[config.mk]
export PLATFORM = sky130hd
export DESIGN_NAME = duart_status_outport
export DESIGN_NICKNAME = d
export VERILOG_FILES = /design/src/duart_status_pkg.sv /design/src/rx_char_fifo.sv /design/src/out_port_mux.sv /design/src/duart_status_outport.sv
export SDC_FILE = /design/constraint.sdc
export NUM_CORES = 1
export LEC_CHECK = 0
export BUFFER_PORTS_ARGS = -buffer_cell sky130_fd_sc_hd__buf_2
export CAP_MARGIN = 20
export CELL_PAD_IN_SITES_DETAIL_PLACEMENT = 2
export CELL_PAD_IN_SITES_GLOBAL_PLACEMENT = 2
export CORE_UTILIZATION = 41
export CTS_CLUSTER_DIAMETER = 120
export DETAILED_ROUTE_END_ITERATION = 8
export PLACE_DENSITY = 0.8
export SLEW_MARGIN = 5
export SYNTH_ARGS = -nofsm -noshare
export SYNTH_HDL_FRONTEND = slang
export SYNTH_SLANG_ARGS = --single-unit
[constraint.sdc]
create_clock -name pclk -period 3.6 [get_ports pclk]
set_input_delay 0.72 -clock pclk [delete_from_list [all_inputs] [get_ports pclk]]
set_output_delay 0.72 -clock pclk [all_outputs]
set_load 0.1 [all_outputs]
[src/duart_status_pkg.sv]
// Constants and carrier types for the channel status and output port block.
package duart_status_pkg;

    // ========================================================================
    // Sizes
    localparam int CHANNELS = 2;
    localparam int FIFO_DEPTH = 8;
    localparam int PTR_W = 3;
    localparam logic [3:0] FIFO_FULL_CNT = 4'h8;

    // ========================================================================
    // Register indices; the byte address is four times the index.
    localparam logic [1:0][5:0] IDX_STATUS = {6'h09, 6'h01};
    localparam logic [1:0][5:0] IDX_CMD = {6'h0A, 6'h02};
    localparam logic [1:0][5:0] IDX_RXDATA = {6'h0B, 6'h03};
    localparam logic [5:0] IDX_OUTPUT_PIN_FUNCTION_CONFIG = 6'h0D;
    localparam logic [5:0] IDX_OPR_SET = 6'h0E;
    localparam logic [5:0] IDX_OPR_CLR = 6'h0F;
    localparam logic [5:0] IDX_ERRMODE = 6'h10;
    localparam logic [5:0] IDX_IRQ_STAT = 6'h11;
    localparam logic [5:0] IDX_IRQ_MASK = 6'h12;

    // ========================================================================
    // Status byte fields.
    localparam int ST_BREAK = 7;
    localparam int ST_ERR_LSB = 5;
    localparam int ST_OVERRUN = 4;
    localparam int ST_TX_EMPTY = 3;
    localparam int ST_TX_READY = 2;
    localparam int ST_FIFO_FULL = 1;
    localparam int ST_RX_READY = 0;

    // ========================================================================
    // Output configuration fields and codes.
    localparam int OUTPUT_PIN_FUNCTION_CONFIG_OP7 = 7;
    localparam int OUTPUT_PIN_FUNCTION_CONFIG_OP6 = 6;
    localparam int OUTPUT_PIN_FUNCTION_CONFIG_OP5 = 5;
    localparam int OUTPUT_PIN_FUNCTION_CONFIG_OP4 = 4;
    localparam int OUTPUT_PIN_FUNCTION_CONFIG_OP3_LSB = 2;
    localparam logic [1:0] OP3_SEL_OPR = 2'h0;
    localparam logic [1:0] OP3_SEL_CT = 2'h1;

    // ========================================================================
    // Command field, error mode bits, interrupt bits, reset values.
    localparam int CMD_LSB = 4;
    localparam logic [3:0] CMD_RESET_RX = 4'h2;
    localparam logic [3:0] CMD_RESET_ERR = 4'h4;
    localparam int EM_BLOCK_LSB = 0;
    localparam int EM_FULL_LSB = 2;
    localparam int IRQ_RX_LSB = 0;
    localparam int IRQ_ERR_LSB = 2;
    localparam logic [7:0] OUTPUT_PIN_FUNCTION_CONFIG_RESET = 8'h00;
    localparam logic [7:0] OPR_RESET = 8'h00;
    localparam logic [3:0] ERRMODE_RESET = 4'h0;
    localparam logic [3:0] IRQ_RESET = 4'h0;

    // ========================================================================
    // Carrier types.
    typedef struct packed {
        logic       brk;
        logic       framing;
        logic       parity;
        logic [7:0] data;
    } rx_entry_t;

    typedef struct packed {
        logic      push;
        rx_entry_t entry;
        logic      tx_empty;
        logic      tx_ready;
    } chan_in_t;

    // ========================================================================
    // Word-aligned register hit.
    function automatic logic reg_hit(input logic [7:0] addr,
                                     input logic [5:0] idx);
        return (addr[1:0] == 2'h0) && (addr[7:2] == idx);
    endfunction : reg_hit

endpackage : duart_status_pkg

[src/rx_char_fifo.sv]
// Eight-entry receive FIFO holding each character with its error flags.
`timescale 1ns/1ns
module rx_char_fifo
    import duart_status_pkg::*;
(
    // Clock and reset.
    input  logic      pclk,
    input  logic      presetn,
    // Control.
    input  logic      push,
    input  rx_entry_t push_entry,
    input  logic      pop,
    input  logic      flush,
    input  logic      clear_flags,
    // State.
    output rx_entry_t head,
    output logic      empty,
    output logic      full,
    output logic      overflow
);

    // ========================================================================
    // Storage and pointers.
    rx_entry_t        mem_reg [FIFO_DEPTH];
    logic [PTR_W-1:0] wr_ptr_reg;
    logic [PTR_W-1:0] rd_ptr_reg;
    logic [3:0]       count_reg;
    logic             do_push;
    logic             do_pop;

    assign empty = (count_reg == 4'h0);
    assign full = (count_reg == FIFO_FULL_CNT);
    assign do_pop = pop & ~empty;
    assign do_push = push & (~full | do_pop);
    assign overflow = push & ~do_push;
    assign head = mem_reg[rd_ptr_reg];

    always_ff @(posedge pclk or negedge presetn)
    begin
        if (!presetn)
        begin
            wr_ptr_reg <= 3'h0;
            rd_ptr_reg <= 3'h0;
            count_reg <= 4'h0;
        end
        else if (flush)
        begin
            wr_ptr_reg <= 3'h0;
            rd_ptr_reg <= 3'h0;
            count_reg <= 4'h0;
        end
        else
        begin
            if (do_push)
                wr_ptr_reg <= wr_ptr_reg + 3'h1;
            if (do_pop)
                rd_ptr_reg <= rd_ptr_reg + 3'h1;
            if (do_push && !do_pop)
                count_reg <= count_reg + 4'h1;
            else if (do_pop && !do_push)
                count_reg <= count_reg - 4'h1;
        end
    end

    always_ff @(posedge pclk or negedge presetn)
    begin
        if (!presetn)
        begin
            for (int i = 0; i < FIFO_DEPTH; i++)
                mem_reg[i] <= '0;
        end
        else
        begin
            if (clear_flags)
            begin
                for (int i = 0; i < FIFO_DEPTH; i++)
                begin
                    mem_reg[i].brk <= 1'b0;
                    mem_reg[i].framing <= 1'b0;
                    mem_reg[i].parity <= 1'b0;
                end
            end
            if (do_push && !flush)
                mem_reg[wr_ptr_reg] <= push_entry;
        end
    end

endmodule : rx_char_fifo

[src/out_port_mux.sv]
// Selects the source of each output port pin.
`timescale 1ns/1ns
module out_port_mux
    import duart_status_pkg::*;
(
    // Configuration and register.
    input  logic [7:0] output_pin_function_config,
    input  logic [7:0] output_port_register,
    // Function sources.
    input  logic       transmitter_ready_chan_a,
    input  logic       transmitter_ready_chan_b,
    input  logic       receive_ready_or_full_chan_a,
    input  logic       receive_ready_or_full_chan_b,
    input  logic       ct_output,
    // Pin levels.
    output logic [7:0] pin_level
);

    // ========================================================================
    // Each pin shows the inverse of its selected source.
    logic [7:0] src;

    always_comb
    begin
        src = output_port_register;
        if (output_pin_function_config[OUTPUT_PIN_FUNCTION_CONFIG_OP7])
            src[7] = transmitter_ready_chan_b;
        if (output_pin_function_config[OUTPUT_PIN_FUNCTION_CONFIG_OP6])
            src[6] = transmitter_ready_chan_a;
        if (output_pin_function_config[OUTPUT_PIN_FUNCTION_CONFIG_OP5])
            src[5] = receive_ready_or_full_chan_b;
        if (output_pin_function_config[OUTPUT_PIN_FUNCTION_CONFIG_OP4])
            src[4] = receive_ready_or_full_chan_a;
        if (output_pin_function_config[OUTPUT_PIN_FUNCTION_CONFIG_OP3_LSB+1:OUTPUT_PIN_FUNCTION_CONFIG_OP3_LSB] == OP3_SEL_CT)
            src[3] = ct_output;
        pin_level = ~src;
    end

endmodule : out_port_mux

[src/duart_status_outport.sv]
// Channel status registers, error flags and output port configuration.
`timescale 1ns/1ns
module duart_status_outport
    import duart_status_pkg::*;
(
    // Clock and reset.
    input  logic        pclk,
    input  logic        presetn,

    // APB slave.
    input  logic        psel,
    input  logic        penable,
    input  logic        pwrite,
    input  logic [7:0]  paddr,
    input  logic [31:0] pwdata,
    output logic [31:0] prdata,
    output logic        pready,
    output logic        pslverr,

    // Channel engines.
    input  chan_in_t    chan_a,
    input  chan_in_t    chan_b,
    input  logic        ct_output,

    // Pins and interrupt.
    output logic [7:0]  out_pins,
    output logic        irq
);

    // ========================================================================
    // Bus phase decode.
    logic       setup;
    logic       access;
    logic       wr_access;
    logic       rd_access;
    logic       mapped;

    assign setup = psel & ~penable;
    assign access = psel & penable;
    assign pready = 1'b1;
    assign wr_access = access & pwrite;
    assign rd_access = access & ~pwrite;

    always_comb
    begin
        mapped = 1'b0;
        if (reg_hit(paddr, IDX_STATUS[0]) || reg_hit(paddr, IDX_STATUS[1]))
            mapped = 1'b1;
        else if (reg_hit(paddr, IDX_CMD[0]) || reg_hit(paddr, IDX_CMD[1]))
            mapped = 1'b1;
        else if (reg_hit(paddr, IDX_RXDATA[0]))
            mapped = 1'b1;
        else if (reg_hit(paddr, IDX_RXDATA[1]))
            mapped = 1'b1;
        else if (reg_hit(paddr, IDX_OUTPUT_PIN_FUNCTION_CONFIG))
            mapped = 1'b1;
        else if (reg_hit(paddr, IDX_OPR_SET))
            mapped = 1'b1;
        else if (reg_hit(paddr, IDX_OPR_CLR))
            mapped = 1'b1;
        else if (reg_hit(paddr, IDX_ERRMODE))
            mapped = 1'b1;
        else if (reg_hit(paddr, IDX_IRQ_STAT))
            mapped = 1'b1;
        else if (reg_hit(paddr, IDX_IRQ_MASK))
            mapped = 1'b1;
    end

    assign pslverr = access & ~mapped;

    // ========================================================================
    // Software registers.
    logic [7:0] output_pin_function_config_reg;
    logic [7:0] opr_reg;
    logic [3:0] errmode_reg;
    logic [3:0] irq_stat_reg;
    logic [3:0] irq_mask_reg;
    logic [3:0] irq_event;

    always_ff @(posedge pclk or negedge presetn)
    begin
        if (!presetn)
            output_pin_function_config_reg <= OUTPUT_PIN_FUNCTION_CONFIG_RESET;
        else if (wr_access && reg_hit(paddr, IDX_OUTPUT_PIN_FUNCTION_CONFIG))
            output_pin_function_config_reg <= pwdata[7:0];
    end

    always_ff @(posedge pclk or negedge presetn)
    begin
        if (!presetn)
            opr_reg <= OPR_RESET;
        else if (wr_access && reg_hit(paddr, IDX_OPR_SET))
            opr_reg <= opr_reg | pwdata[7:0];
        else if (wr_access && reg_hit(paddr, IDX_OPR_CLR))
            opr_reg <= opr_reg & ~pwdata[7:0];
    end

    always_ff @(posedge pclk or negedge presetn)
    begin
        if (!presetn)
            errmode_reg <= ERRMODE_RESET;
        else if (wr_access && reg_hit(paddr, IDX_ERRMODE))
            errmode_reg <= pwdata[3:0];
    end

    always_ff @(posedge pclk or negedge presetn)
    begin
        if (!presetn)
            irq_mask_reg <= IRQ_RESET;
        else if (wr_access && reg_hit(paddr, IDX_IRQ_MASK))
            irq_mask_reg <= pwdata[3:0];
    end

    // New events win over a write-one clear in the same cycle.
    always_ff @(posedge pclk or negedge presetn)
    begin
        if (!presetn)
            irq_stat_reg <= IRQ_RESET;
        else if (wr_access && reg_hit(paddr, IDX_IRQ_STAT))
            irq_stat_reg <= (irq_stat_reg & ~pwdata[3:0]) | irq_event;
        else
            irq_stat_reg <= irq_stat_reg | irq_event;
    end

    always_ff @(posedge pclk or negedge presetn)
    begin
        if (!presetn)
            irq <= 1'b0;
        else
            irq <= |((irq_stat_reg | irq_event) & irq_mask_reg);
    end

    // ========================================================================
    // Per-channel receive status.
    chan_in_t [1:0] chin;
    rx_entry_t      head [2];
    logic [1:0]     fifo_empty;
    logic [1:0]     fifo_full;
    logic [1:0]     overflow;
    logic [1:0]     pop;
    logic [1:0]     reset_err;
    logic [1:0]     reset_rx;
    logic [1:0]     rx_status_pin;
    logic [2:0]     accum_reg [2];
    logic [1:0]     overrun_reg;
    logic [7:0]     status [2];
    logic [31:0]    rxdata [2];

    assign chin[0] = chan_a;
    assign chin[1] = chan_b;

    generate
        for (genvar ch = 0; ch < CHANNELS; ch++)
        begin : g_chan
            logic [2:0] head_flags;
            logic [2:0] push_flags;
            logic       block_mode;
            logic       cmd_hit;

            assign cmd_hit = wr_access && reg_hit(paddr, IDX_CMD[ch]);
            assign reset_err[ch] = cmd_hit &&
                (pwdata[CMD_LSB+3:CMD_LSB] == CMD_RESET_ERR);
            assign reset_rx[ch] = cmd_hit &&
                (pwdata[CMD_LSB+3:CMD_LSB] == CMD_RESET_RX);
            assign pop[ch] = rd_access && reg_hit(paddr, IDX_RXDATA[ch]);
            assign block_mode = errmode_reg[EM_BLOCK_LSB+ch];

            rx_char_fifo u_fifo
            (
                .pclk        (pclk),
                .presetn     (presetn),
                .push        (chin[ch].push),
                .push_entry  (chin[ch].entry),
                .pop         (pop[ch]),
                .flush       (reset_rx[ch]),
                .clear_flags (reset_err[ch]),
                .head        (head[ch]),
                .empty       (fifo_empty[ch]),
                .full        (fifo_full[ch]),
                .overflow    (overflow[ch])
            );

            assign push_flags = {chin[ch].entry.brk,
                                 chin[ch].entry.framing,
                                 chin[ch].entry.parity};
            assign head_flags = fifo_empty[ch] ? 3'h0 :
                {head[ch].brk, head[ch].framing, head[ch].parity};

            // Block mode gathers flags of every pushed character, including one dropped on overflow, except one pushed in a receiver reset cycle.
            always_ff @(posedge pclk or negedge presetn)
            begin
                if (!presetn)
                    accum_reg[ch] <= 3'h0;
                else if (reset_err[ch] || reset_rx[ch] || !block_mode)
                    accum_reg[ch] <= (block_mode && chin[ch].push &&
                        !reset_rx[ch]) ? push_flags : 3'h0;
                else if (chin[ch].push)
                    accum_reg[ch] <= accum_reg[ch] | push_flags;
            end

            // Overrun stays until an error or receiver reset.
            always_ff @(posedge pclk or negedge presetn)
            begin
                if (!presetn)
                    overrun_reg[ch] <= 1'b0;
                else if (overflow[ch])
                    overrun_reg[ch] <= 1'b1;
                else if (reset_err[ch] || reset_rx[ch])
                    overrun_reg[ch] <= 1'b0;
            end

            assign status[ch][ST_BREAK:ST_ERR_LSB] = block_mode ?
                (accum_reg[ch] | head_flags) : head_flags;
            assign status[ch][ST_OVERRUN] = overrun_reg[ch];
            assign status[ch][ST_TX_EMPTY] = chin[ch].tx_empty;
            assign status[ch][ST_TX_READY] = chin[ch].tx_ready;
            assign status[ch][ST_FIFO_FULL] = fifo_full[ch];
            assign status[ch][ST_RX_READY] = ~fifo_empty[ch];

            assign rxdata[ch] = fifo_empty[ch] ? 32'h0 :
                {24'h0, head[ch].data};
            assign rx_status_pin[ch] = errmode_reg[EM_FULL_LSB+ch] ?
                fifo_full[ch] : ~fifo_empty[ch];

            assign irq_event[IRQ_RX_LSB+ch] = chin[ch].push & ~overflow[ch];
            assign irq_event[IRQ_ERR_LSB+ch] = overflow[ch] |
                (chin[ch].push & (|push_flags));
        end
    endgenerate

    // ========================================================================
    // Read data, captured in the setup cycle.
    always_ff @(posedge pclk or negedge presetn)
    begin
        if (!presetn)
            prdata <= 32'h0;
        else if (setup && !pwrite)
        begin
            if (reg_hit(paddr, IDX_STATUS[0]))
                prdata <= {24'h0, status[0]};
            else if (reg_hit(paddr, IDX_STATUS[1]))
                prdata <= {24'h0, status[1]};
            else if (reg_hit(paddr, IDX_RXDATA[0]))
                prdata <= rxdata[0];
            else if (reg_hit(paddr, IDX_RXDATA[1]))
                prdata <= rxdata[1];
            else if (reg_hit(paddr, IDX_OUTPUT_PIN_FUNCTION_CONFIG))
                prdata <= {24'h0, output_pin_function_config_reg};
            else if (reg_hit(paddr, IDX_ERRMODE))
                prdata <= {28'h0, errmode_reg};
            else if (reg_hit(paddr, IDX_IRQ_STAT))
                prdata <= {28'h0, irq_stat_reg};
            else if (reg_hit(paddr, IDX_IRQ_MASK))
                prdata <= {28'h0, irq_mask_reg};
            else
                prdata <= 32'h0;
        end
    end

    // ========================================================================
    // Output port pins.
    logic [7:0] pin_level;

    out_port_mux u_mux
    (
        .output_pin_function_config                         (output_pin_function_config_reg),
        .output_port_register         (opr_reg),
        .transmitter_ready_chan_a     (chan_a.tx_ready),
        .transmitter_ready_chan_b     (chan_b.tx_ready),
        .receive_ready_or_full_chan_a (rx_status_pin[0]),
        .receive_ready_or_full_chan_b (rx_status_pin[1]),
        .ct_output                    (ct_output),
        .pin_level                    (pin_level)
    );

    always_ff @(posedge pclk or negedge presetn)
    begin
        if (!presetn)
            out_pins <= 8'hFF;
        else
            out_pins <= pin_level;
    end

endmodule : duart_status_outport

==> results_tabular.tex <==
\begin{tabular}{lr}
\hline
Metric & Value \\
\hline
\multicolumn{2}{l}{\textbf{Synthesis}} \\
Proportion of synthesized area in mux cells & 28.0\% \\
EDFF count, synth & 0 \\
Synth Warn \# & 0 \\
Share of synthesized area occupied by flip-flops and latches & 50.8\% \\
Main combinational cell family by area after synthesis & multiplexers \\
Adder and majority cell fraction of the synthesized area & 1.34\% \\
Flop and latch count out of synthesis & 249 \\
Area share of the largest cell type after synthesis & 49.1\% \\
Instance count of the mapped netlist & 954 \\
Mapped Area & 12300 sq um \\
Number of distinct library cell variants in the gate-level netlist after synthesis & 69 \\
Synthesized-area fraction occupied by xor and xnor cells & 0.997\% \\
Async set-or-reset flop fraction in the synthesized netlist & 100\% \\
Post-synthesis compound-gate area fraction & 5.82\% \\
Area share of and/or/nand/nor cells after synthesis & 9.00\% \\
Post-Syn Area per Cell & 12.9 sq um \\
Top area cells in the synthesized netlist & sky130\_fd\_sc\_hd\_\_dfrtp\_1, sky130\_fd\_sc\_hd\_\_mux2\_2, sky130\_fd\_sc\_hd\_\_mux4\_2 \\
Main synth FF type & sky130\_fd\_sc\_hd\_\_dfrtp\_1 \\
Cell taking the most area after synthesis & sky130\_fd\_sc\_hd\_\_dfrtp\_1 \\
\multicolumn{2}{l}{\textbf{Die}} \\
Count of boundary I/O pins & 117 \\
X dimension of the die & 175 um \\
Area of the die & 30700 sq um \\
Core Region & 29600 sq um \\
Height of the die & 175 um \\
Initial standard-cell utilization of the core & 41.6\% \\
Row Count & 63 \\
\multicolumn{2}{l}{\textbf{STA}} \\
Count of endpoints failing hold in the final timing report & 0 \\
Slew Limit Fails & 0 \\
Post-route setup slack & 445 ps \\
Final Setup Violations & 0 \\
Transition time at the pin with the least slew margin & 917 ps \\
Final Skew & 17.2 ps \\
Final period utilization & 87.6\% \\
WHS & 191 ps \\
Clock period minus worst slack & 3160 ps \\
Maximum clock frequency & 317 MHz \\
Summed negative setup slack over all endpoints & 0 ps \\
Rel. slew slack & 38.8\% \\
Unrepaired setup endpoints after global routing & no \\
\multicolumn{2}{l}{\textbf{Setup path}} \\
Type of element launching the critical path & flop \\
Crit path largest cell delay & 670 ps \\
CP Depth & 12 \\
Worst path bufs/invs & 2 \\
Launch point of the critical path & g\_chan[1].u\_fifo.count\_reg[1]\$\_DFFE\_PN0P\_ \\
Class of the most critical setup path & reg -> reg \\
Standard cell with the maximum stage delay on the critical path & sky130\_fd\_sc\_hd\_\_or4\_1 \\
Required time of the critical path & 4070 ps \\
End of the worst register-to-register path & g\_chan[1].u\_fifo.count\_reg[3]\$\_DFFE\_PN0P\_ \\
Number of cells on the worst reg-to-reg path & 12 \\
Reg2reg setup slack & 440 ps \\
Critical Path Sink Type & flop \\
Arrival time at the worst endpoint & 3630 ps \\
Biggest fanout along the worst timing path & 8 \\
Setup crit end & g\_chan[1].u\_fifo.count\_reg[3]\$\_DFFE\_PN0P\_ \\
Critical path cell sequence & or4\_1, nand4\_1, nor2\_1, inv\_1, ha\_1, inv\_1, ha\_1, a21o\_1, a21oi\_1, xnor2\_1, or3\_1, a21oi\_1 \\
Crit path max-delay family & simple AND/OR/NAND/NOR gates \\
RR Startpoint & g\_chan[1].u\_fifo.count\_reg[1]\$\_DFFE\_PN0P\_ \\
\multicolumn{2}{l}{\textbf{Finish}} \\
Ratio of cells with drive above 1 in the final layout & 36.1\% \\
Leading cell type in the layout, fill and taps excluded & sky130\_fd\_sc\_hd\_\_dfrtp\_1 \\
Final-stage net count & 1142 \\
Area added between synthesis and finish & 16.0\% \\
Most used cells in the layout excluding fill and tap cells & sky130\_fd\_sc\_hd\_\_dfrtp\_1, sky130\_fd\_sc\_hd\_\_mux2\_2, sky130\_fd\_sc\_hd\_\_nand2\_1 \\
Number of antenna cells inserted & 0 \\
\multicolumn{2}{l}{\textbf{Power}} \\
Total leakage power & 6.27 nW \\
Net switching fraction of the power & 33.7\% \\
Power Dens Cells & 779 nW/um\^{}2 \\
Sw Pwr & 0.00375 W \\
Clock network power share & 27.1\% \\
Cell Int Power & 0.00736 W \\
Share of power burned in combinational logic & 30.1\% \\
Max VDD drop & 0.339 mV \\
Sequential Power Share & 42.9\% \\
\multicolumn{2}{l}{\textbf{Clock network}} \\
Sink count of the clock tree & 249 \\
Worst-path clk slew & 60 ps \\
Max Buffers Root-to-Sink & 3 \\
Post CTS Setup Buffer Count & 0 \\
Post-cts gate resize count & 0 \\
Later-pin clock latency in the skew report & 560 ps \\
H-tree lvl count & 1 \\
Master cell of the clock root buffer & sky130\_fd\_sc\_hd\_\_clkbuf\_16 \\
Number of buffers inserted for hold repair after clock tree synthesis & 0 \\
CTS Buf Count & 28 \\
TritonCTS clock tree & yes \\
\multicolumn{2}{l}{\textbf{Drt}} \\
Pre-antenna DRT Iters & 9 \\
Vias per inst & 5.81 \\
Number of DRC markers after the initial detailed-route iteration & 586 \\
Routed via count & 8530 \\
Final antenna-violating net count & 0 \\
Detailed Route WL & 40000 um \\
Avg WL per Cell & 27.2 um \\
Post-detailed-route DRC marker count & 2 \\
\multicolumn{2}{l}{\textbf{GRT}} \\
First-pass GRT wire length & 62600 um \\
Combined global-route utilization of all metal layers & 26.9\% \\
Via count of the first global-routing pass & 9819 \\
Number of antenna violations at the first check in global routing & 0 \\
Maximum number of pins on one net before global-route repair & 93 \\
Total grt overflow & 0 \\
\multicolumn{2}{l}{\textbf{Min path}} \\
Worst hold-check path type & in -> async \\
\multicolumn{2}{l}{\textbf{Placed design}} \\
IO buf count & 67 \\
Worst-case setup slack after placement & 76.5 ps \\
Placer Congestion & 0.867 \\
HPWL after DPL & 25600 um \\
\multicolumn{2}{l}{\textbf{Outcome}} \\
Violations in the final reports & DRC \\
Status & finished, violations left \\
\multicolumn{2}{l}{\textbf{Run}} \\
Max-Cap Viols & 0 \\
\hline
\end{tabular}
[stage by stage]
| step | instances | cell area [sq um] | util, % | total power, W |
|---|---|---|---|---|
| after floorplan | 977 | 12400 | - | 0.00680 |
| after global placement | 1416 | 13300 | 45.0 | 0.00752 |
| after detailed placement | 1416 | 13300 | 45.0 | 0.00793 |
| after CTS | 1468 | 14300 | 48.2 | 0.0112 |
| after global routing | 1468 | 14300 | 48.2 | 0.0116 |
| final | 1468 | 14300 | 48.2 | 0.0111 |
[Yosys cell counts, drive strengths merged (12+ instances only)]
cell	instances
nor2	35
nand3	12
mux4	44
inv	19
a21oi	29
buf	53
dfrtp	241
mux2i	76
clkbuf	20
nand2	94
mux2	146
[cell type report]
class / instances / area [sq um]
fillers: 2883 / 15300
multi-input cells: 636 / 5690
repair buffers: 122 / 808
well taps: 390 / 488
flip-flops and latches: 249 / 6240
inverters: 19 / 71.3
clock inverters: 12 / 119
clock buffers: 40 / 847
[worst register-to-register path: stages (launching register included)]
cell and delay, ps:
sky130_fd_sc_hd__dfrtp_1 460, sky130_fd_sc_hd__or4_1 670, sky130_fd_sc_hd__nand4_1 180, sky130_fd_sc_hd__nor2_1 90, sky130_fd_sc_hd__inv_1 60, sky130_fd_sc_hd__ha_1 240, sky130_fd_sc_hd__inv_1 90, sky130_fd_sc_hd__ha_1 300
sky130_fd_sc_hd__a21o_1 190, sky130_fd_sc_hd__a21oi_1 210, sky130_fd_sc_hd__xnor2_1 100, sky130_fd_sc_hd__or3_1 320, sky130_fd_sc_hd__a21oi_1 170
[worst min-delay path by stage]
stage	endpoint	start	slack, ps	cells after the start
2_1_floorplan	out_pins[0]$_DFF_PN1_	flop	360	1
3_3_place_gp	out_pins[0]$_DFF_PN1_	flop	380	1
3_5_place_dp	out_pins[2]$_DFF_PN1_	flop	390	1
4_1_cts	g_chan[0].u_fifo.count_reg[2]$_DFFE_PN0P_	presetn	220	1
5_1_grt	asynchronous set/reset pin	presetn	250	1
6_report	asynchronous set/reset pin	presetn	190	1
[power groups by stage]
stage                     sequential [W]  combinational, W  clock [W]
after floorplan                  0.00444           0.00236          0
after global placement           0.00454           0.00298          0
after detailed placement         0.00469           0.00324          0
after CTS                        0.00475           0.00338    0.00306
after global routing             0.00487           0.00358    0.00315
final                            0.00476           0.00334    0.00300
[logic make-up (layout without fill, tap and decap cells)]
logic type	count (synthesis)	after routing
XOR/XNOR	14	14
multiplexers	266	266
adder cells (fa/ha/maj)	12	12
AND/OR/NAND/NOR	216	216
other	2	25
buffers and inverters	92	193
flip-flops	249	249
AO/OA/AOI/OAI	103	103
[routing by layer]
| metal | global-route usage (%) | vias to the layer above | part of all wire (%) |
|---|---|---|---|
| met3 | 3.31 | 80 | 4.0 |
| met5 | 0 | - | 0 |
| li1 | - | 3663 | - |
| met4 | 8.73 | 0 | 2.8 |
| met1 | 33.9 | 4550 | 41 |
| met2 | 47.8 | 237 | 52 |
Power figures use the tool's default switching activity.
